==> config.mk <==
export PLATFORM = sky130hd
export DESIGN_NAME = ind_acc_regs
export DESIGN_NICKNAME = d
export VERILOG_FILES = /design/src/rtl/ind_acc_pkg.sv /design/src/rtl/ind_acc_regs.sv
export SDC_FILE = /design/constraint.sdc
export NUM_CORES = 1
export LEC_CHECK = 0
export BUFFER_PORTS_ARGS = -buffer_cell sky130_fd_sc_hd__buf_2
export CORE_MARGIN = 1
export CORE_UTILIZATION = 30
export DETAILED_ROUTE_END_ITERATION = 12
export GPL_TIMING_DRIVEN = 0
export PLACE_DENSITY = 0.61
export SYNTH_ARGS = -nofsm -noshare
export SYNTH_HDL_FRONTEND = slang
export SYNTH_SLANG_ARGS = --single-unit
==> constraint.sdc <==
create_clock -name pclk -period 2.2 [get_ports pclk]
set_clock_uncertainty 0.15 [all_clocks]
set_input_delay 0.44 -clock pclk [delete_from_list [all_inputs] [get_ports pclk]]
set_output_delay 0.44 -clock pclk [all_outputs]
set_load 0.01 [all_outputs]
==> src/rtl/ind_acc_pkg.sv <==
// Purpose: Constants for the indirect access and self-test register slice
// Assumes: 32-bit APB, printed offsets are indices (not all multiples of four)
// Notes:   Byte address of a register is four times its index
`default_nettype none
package ind_acc_pkg;
  // ==========================================================
  // Register indices and byte addresses
  localparam logic [7:0]  IDX_REF_RATE = 8'ha5;
  localparam logic [7:0]  IDX_IND_CTL  = 8'hb0;
  localparam logic [7:0]  IDX_IND_OFS  = 8'hb1;
  localparam logic [7:0]  IDX_IND_VAL  = 8'hb2;
  localparam logic [7:0]  IDX_ST_CTL   = 8'hb3;
  localparam logic [11:0] ADDR_REF_RATE = {2'h0, IDX_REF_RATE, 2'h0};
  localparam logic [11:0] ADDR_IND_CTL  = {2'h0, IDX_IND_CTL, 2'h0};
  localparam logic [11:0] ADDR_IND_OFS  = {2'h0, IDX_IND_OFS, 2'h0};
  localparam logic [11:0] ADDR_IND_VAL  = {2'h0, IDX_IND_VAL, 2'h0};
  localparam logic [11:0] ADDR_ST_CTL   = {2'h0, IDX_ST_CTL, 2'h0};
  // ==========================================================
  // Reset values
  localparam logic [7:0] RST_IND_CTL = 8'h1c;
  localparam logic [7:0] RST_IND_OFS = 8'h3a;
  localparam logic [7:0] RST_IND_VAL = 8'h14;
  localparam logic [7:0] RST_ST_CTL  = 8'h08;
  // ==========================================================
  // Field positions
  localparam int CTL_PREFETCH_BIT = 0;
  localparam int CTL_STEP_BIT     = 1;
  localparam int CTL_SEL_LO       = 2;
  localparam int CTL_SEL_HI       = 5;
  localparam int ST_EN_BIT        = 0;
  localparam int ST_CLK_LO        = 1;
  localparam int ST_CLK_HI        = 2;
  localparam int ST_CFG_BIT       = 3;
  localparam int ST_MODE_LO       = 6;
  localparam int ST_MODE_HI       = 7;
  localparam logic [3:0] SEL_PATTERN_TIMING = 4'h0;
  // Serializer register that takes the self-test clock choice
  localparam logic [7:0] SER_CLK_SRC_OFS = 8'h14;
  localparam logic [1:0] PAT_NONE = 2'h0;
  localparam logic [1:0] PAT_ALT  = 2'h1;
endpackage : ind_acc_pkg
`default_nettype wire

==> src/rtl/ind_acc_regs.sv <==
// Purpose: APB register slice: clock rate reading, indirect port, self-test control
// Assumes: Secondary block answers a read strobe with data in the next cycle
// Notes:   No wait state on any APB access; pready is high in the first access cycle
//
// Contract
// - Reference clock MHz shown read-only
// - Select field picks target; nonzero reserved
// - Step enable advances offset after access
// - Prefetch: offset write issues read strobe
// - Prefetch plus step: value read refetches
// - Offset register 8 bit, reset 0x3a
// - Value write does indirect write
// - Value read returns target register
// - Value reset nominal 0x14, not relied
// - Pattern field 00 none 01 alt 1x data
// - Clock choice field in bits 2:1
// - Enable rising pushes clock choice to serializer
// - Bit 3 reads zero
//
// Implementation choice: the APB slave port.
`default_nettype none
module ind_acc_regs
  import ind_acc_pkg::*;
(
  input  wire logic        pclk,
  input  wire logic        presetn,
  input  wire logic        clk_en,
  input  wire logic        psel,
  input  wire logic        penable,
  input  wire logic        pwrite,
  input  wire logic [11:0] paddr,
  input  wire logic [31:0] pwdata,
  input  wire logic [3:0]  pstrb,
  output logic             pready,
  output logic [31:0]      prdata,
  output logic             pslverr,
  input  wire logic [7:0]  ref_rate_mhz,
  output logic             tgt_wr,
  output logic             tgt_rd,
  output logic [3:0]       tgt_sel,
  output logic [7:0]       tgt_ofs,
  output logic [7:0]       tgt_wdata,
  input  wire logic [7:0]  tgt_rdata,
  output logic             ser_wr,
  output logic [7:0]       ser_ofs,
  output logic [1:0]       ser_wdata,
  input  wire logic        st_data,
  output logic             st_out
);
  // ==========================================================
  // Bus decode
  logic [7:0] ctl_ff;
  logic [7:0] ofs_ff;
  logic [7:0] val_ff;
  logic [7:0] st_ff;
  logic       rd_pend_ff;
  logic       st_out_ff;
  logic       pready_ff;

  wire        setup     = psel & ~penable;
  wire        access    = psel & penable & pready_ff;
  wire        wr_acc    = access & pwrite;
  wire        rd_acc    = access & ~pwrite;
  wire        lane0     = pstrb[0];
  wire        hit_rate  = (paddr == ADDR_REF_RATE);
  wire        hit_ctl   = (paddr == ADDR_IND_CTL);
  wire        hit_ofs   = (paddr == ADDR_IND_OFS);
  wire        hit_val   = (paddr == ADDR_IND_VAL);
  wire        hit_st    = (paddr == ADDR_ST_CTL);
  wire        hit_any   = hit_rate | hit_ctl | hit_ofs | hit_val | hit_st;
  wire        prefetch  = ctl_ff[CTL_PREFETCH_BIT];
  wire        step      = ctl_ff[CTL_STEP_BIT];
  wire [3:0]  sel       = ctl_ff[CTL_SEL_HI:CTL_SEL_LO];
  // Reserved targets get no strobes at all
  wire        sel_ok    = (sel == SEL_PATTERN_TIMING);
  wire        wr_ctl    = wr_acc & hit_ctl & lane0;
  wire        wr_ofs    = wr_acc & hit_ofs & lane0;
  wire        wr_val    = wr_acc & hit_val & lane0;
  wire        wr_st     = wr_acc & hit_st & lane0;
  wire        rd_val    = rd_acc & hit_val;
  wire        val_acc   = wr_val | rd_val;

  // ==========================================================
  // Read mux
  wire [7:0] st_view = {st_ff[ST_MODE_HI:ST_MODE_LO], 2'h0, 1'b0,
                        st_ff[ST_CLK_HI:ST_CLK_LO], st_ff[ST_EN_BIT]};
  logic [7:0] rd_byte;
  always_comb begin
    if (hit_rate) begin
      rd_byte = ref_rate_mhz;
    end else if (hit_ctl) begin
      rd_byte = {2'h0, ctl_ff[5:0]};
    end else if (hit_ofs) begin
      rd_byte = ofs_ff;
    end else if (hit_val) begin
      rd_byte = val_ff;
    end else if (hit_st) begin
      rd_byte = st_view;
    end else begin
      rd_byte = 8'h00;
    end
  end

  // ==========================================================
  // Indirect strobes and offset
  wire [7:0] ofs_inc    = ofs_ff + 8'h01;
  wire       do_step    = step & val_acc;
  wire [7:0] nxt_ofs    = wr_ofs ? pwdata[7:0] : (do_step ? ofs_inc : ofs_ff);
  // Prefetch after a value read only in step mode, at the advanced offset
  wire       nxt_rd     = sel_ok & prefetch & (wr_ofs | (rd_val & step));
  wire       nxt_wr     = sel_ok & wr_val;
  wire       st_rise    = wr_st & pwdata[ST_EN_BIT] & ~st_ff[ST_EN_BIT];
  wire [7:0] nxt_st     = wr_st ? {pwdata[7:6], 2'h0, 1'b0, pwdata[2:0]} : st_ff;

  // Pattern output; alternating mode divides the block clock by two
  wire [1:0] pat        = st_ff[ST_MODE_HI:ST_MODE_LO];
  wire       nxt_st_out = ~st_ff[ST_EN_BIT] ? 1'b0 :
                          (pat == PAT_NONE) ? 1'b0 :
                          (pat == PAT_ALT)  ? ~st_out_ff : st_data;

  always_ff @(posedge pclk or negedge presetn) begin
    if (!presetn) begin
      ctl_ff       <= RST_IND_CTL;
      ofs_ff       <= RST_IND_OFS;
      val_ff       <= RST_IND_VAL;
      st_ff        <= RST_ST_CTL & 8'hf7;
      rd_pend_ff   <= 1'b0;
      st_out_ff    <= 1'b0;
      pready_ff    <= 1'b0;
      prdata       <= 32'h0000_0000;
      pslverr      <= 1'b0;
      tgt_wr       <= 1'b0;
      tgt_rd       <= 1'b0;
      tgt_wdata    <= 8'h00;
      ser_wr       <= 1'b0;
      ser_wdata    <= 2'h0;
    end else if (clk_en) begin
      pready_ff    <= setup;
      pslverr      <= setup & ~hit_any;
      prdata       <= (setup & ~pwrite) ? {24'h0, rd_byte} : 32'h0000_0000;
      if (wr_ctl) begin
        ctl_ff <= {2'h0, pwdata[5:0]};
      end
      ofs_ff       <= nxt_ofs;
      st_ff        <= nxt_st;
      tgt_wr       <= nxt_wr;
      tgt_rd       <= nxt_rd;
      rd_pend_ff   <= tgt_rd;
      if (wr_val) begin
        val_ff    <= pwdata[7:0];
        tgt_wdata <= pwdata[7:0];
      end else if (rd_pend_ff) begin
        val_ff <= tgt_rdata;
      end
      ser_wr       <= st_rise;
      if (st_rise) begin
        ser_wdata <= pwdata[ST_CLK_HI:ST_CLK_LO];
      end
      st_out_ff    <= nxt_st_out;
    end
  end

  assign pready   = pready_ff;
  assign tgt_sel  = ctl_ff[CTL_SEL_HI:CTL_SEL_LO];
  assign tgt_ofs  = ofs_ff;
  assign ser_ofs  = SER_CLK_SRC_OFS;
  assign st_out   = st_out_ff;
endmodule : ind_acc_regs
`default_nettype wire

==> impl_metrics.ini <==
[die]
core_um2 = 9770
die_h_um = 102
io_pins = 139
start_util_pct = 30.8
die-area_um2 = 10400
die_w_um = 102
fp-row-count = 36

[global_routing]
globalRouteTotalUtil_pct = 15.9
grt_pass1_vias = 2317
antenna_found_initial = 0
overflow = 0
grt_max_degree = 53
grt_pass1_wl_mm = 12.5

[synth]
async_flop_share_pct = 100
synth-main-ff-cell = dfrtp_1
ys_seq_area_share_pct = 43.6
syn_area_um2 = 3010
synth_seq_cells = 52
ys_types = 56
synth_edf_count = 0
syn_avg_cell_area_um2 = 10.8
postSynthCellCount = 278
yosysWarnings = 0

[timing]
slew_violations = 0
final.min_clock_period_ns = 2.16
timing.fmax_ghz = 0.462
max_slew.worst_pin.slew_ns = 1.17
slew_headroom_pct = 21.7
hold_viol_final = 0
setup-violations-final = 0
whs_ns = 0.207
rsz0062_at_grt = yes
post-route-period-util_pct = 98.4

[clock_tree]
numCtsBuffers = 5
holdBufCountCts = 0
clockBufferDepth = 2
clkTransAtPathRegs_ns = 0.10
clock_sinks = 52
h-tree-depth = 2
cts_tree = done
clock_latency_ns = 0.30
cts-root-buf = clkbuf_8

[cells_and_area]
layoutNonFillerInstCount = 533
drive_above_1_share_pct = 46.8
antenna_cells = 0
finalNetCount = 471
final_common_cell = buf_2
syn_to_final_growth_pct = 31.1
final_cell_mix = 80 x buf_2, 43 x dfrtp_1, 42 x buf_4

[drt]
drtPass1Iterations = 4
drt_iter0_drc = 143
wire_per_inst_um = 15.2
drc = 0
finalWirelength_mm = 8.12
vias_per_cell = 4.73
routed-via-count = 2523
antenna_left = 0

[pwr]
peakVddDrop_mv = 0.246
p_switching_mw = 0.442
p_sw_share_pct = 22.7
power.density_nw_per_um2 = 492
internal_power_mw = 1.50
power.leakage_nw = 1.98
p_total_mw = 1.94
seq_power_share_pct = 49.4
p_clk_share_pct = 39.8
p_comb_share_pct = 10.8

[flow_run]
cap_violations = 0

[setup_path]
arrival_ns = 2.27
path_max_fanout = 4
crit_type = in2reg
critPathRequiredTime_ns = 2.30
setup.worst_path.start_class = input port
cp-end-kind = register

[place]
portBuffers = 79
dp_hpwl_mm = 6.14
dp_cells = 520
place.gp.congestion = 0.768

[worst_hold_path]
hold_class = in2reg

[status]
outcome = completed
==> path summary, 6_finish.rpt <==
check	from	to	slack, ns	cells after the start
max	paddr[1]	prdata[7]	0.04	6
min	ref_rate_mhz[7]	prdata[7]	0.21	2
max reg2reg	ctl_ff[1]	tgt_ofs[0]	0.15	5
min reg2reg	ser_wr	ser_wr	0.34	1
max in group asynchronous	presetn	tgt_ofs[2]	0.96	1
min in group asynchronous	presetn	prdata[5]	0.22	1
==> stage by stage <==
step | setup slack (ns) | cell area, µm² | util (%) | setup TNS, ns
final | 0.0361 | 3950 | 40.4 | 0
after global routing | -0.0165 | 3950 | 40.4 | -0.0265
after CTS | -0.0174 | 3880 | 39.7 | -0.0174
after detailed placement | -0.447 | 3720 | 38.0 | -14.66
after global placement | -0.406 | 3720 | 38.0 | -13.12
after floorplan | -0.0498 | 3160 | - | -0.280
==> Yosys cell counts (all sizes together) (3+ instances only) <==
cell type,number,area (µm²)
nor3,4,30.0
o2bb2ai,8,70.1
nand3,6,42.5
a21oi,16,80.1
inv,8,30.0
dfstp,9,236
a22oi,7,52.6
dfrtp,43,1080
buf,42,310
nor2b,5,31.3
nor2,17,66.3
o22ai,4,25.0
mux2i,18,180
nand4,6,50.0
mux2,22,248
nand2,12,45.0
mux4,3,67.6
a2bb2oi,6,52.6
o21ai,8,40.0
==> metal layers <==
metal / vias to the layer above / part of all wire, % / track usage [%]
li1: 1201 / - / -
met1: 1204 / 46 / 22.7
met2: 112 / 46 / 25.3
met3: 6 / 7.4 / 2.53
met4: 0 / 0.69 / 3.52
met5: - / 0 / 0
==> layout make-up <==
cell class / count / area, µm²
fill: 970 / 5830
multi-input combinational: 204 / 1550
sequential: 52 / 1310
timing repair buffer: 84 / 433
buffer: 44 / 325
tap: 133 / 166
clock buffer: 6 / 72.6
clock inverter: 2 / 60.1
inverter: 8 / 30.0
==> repair_timing <==
item	4_1_cts	5_1_grt
pin swaps	1	2
buffers inserted	1	4
resized for setup	5	9
endpoints found under the setup margin	28	16
==> sequential cells by signal, indices dropped and copies added (netlist names) <==
| register | count |
|---|---|
| prdata | 8 |
| tgt_ofs | 8 |
| tgt_wdata | 8 |
| val_ff | 8 |
| ctl_ff | 6 |
| st_ff | 5 |
| ser_wdata | 2 |
| pready | 1 |
| pslverr | 1 |
| rd_pend_ff | 1 |
| ser_wr | 1 |
| st_out | 1 |
| tgt_rd | 1 |
| tgt_wr | 1 |
==> power groups by stage <==
stage,clock (mW),combinational (mW),sequential [mW]
final,0.774,0.209,0.960
after global routing,0.831,0.238,0.961
after CTS,0.793,0.207,0.961
after detailed placement,0,0.205,0.979
after global placement,0,0.203,0.979
after floorplan,0,0.111,0.981
==> cells by family (layout without fill, tap and decap cells) <==
group / Yosys count / count (layout) / synth area share, %
and+or+nand+nor: 70 / 70 / 14.6
adders and majority gates: 1 / 1 / 0.415
muxes: 43 / 43 / 16.4
other: 2 / 32 / 0.249
buffers and inverters: 52 / 144 / 11.5
AOI/OAI and AO/OA: 58 / 58 / 13.2
DFF: 52 / 52 / 43.6
==> critical path, cell delays in order <==
cell,delay (ns)
buf_2,0.11
or4_4,0.58
or2_4,0.28
or4b_4,0.57
nor2_2,0.13
a221o_1,0.15
Power figures use the tool's default switching activity.
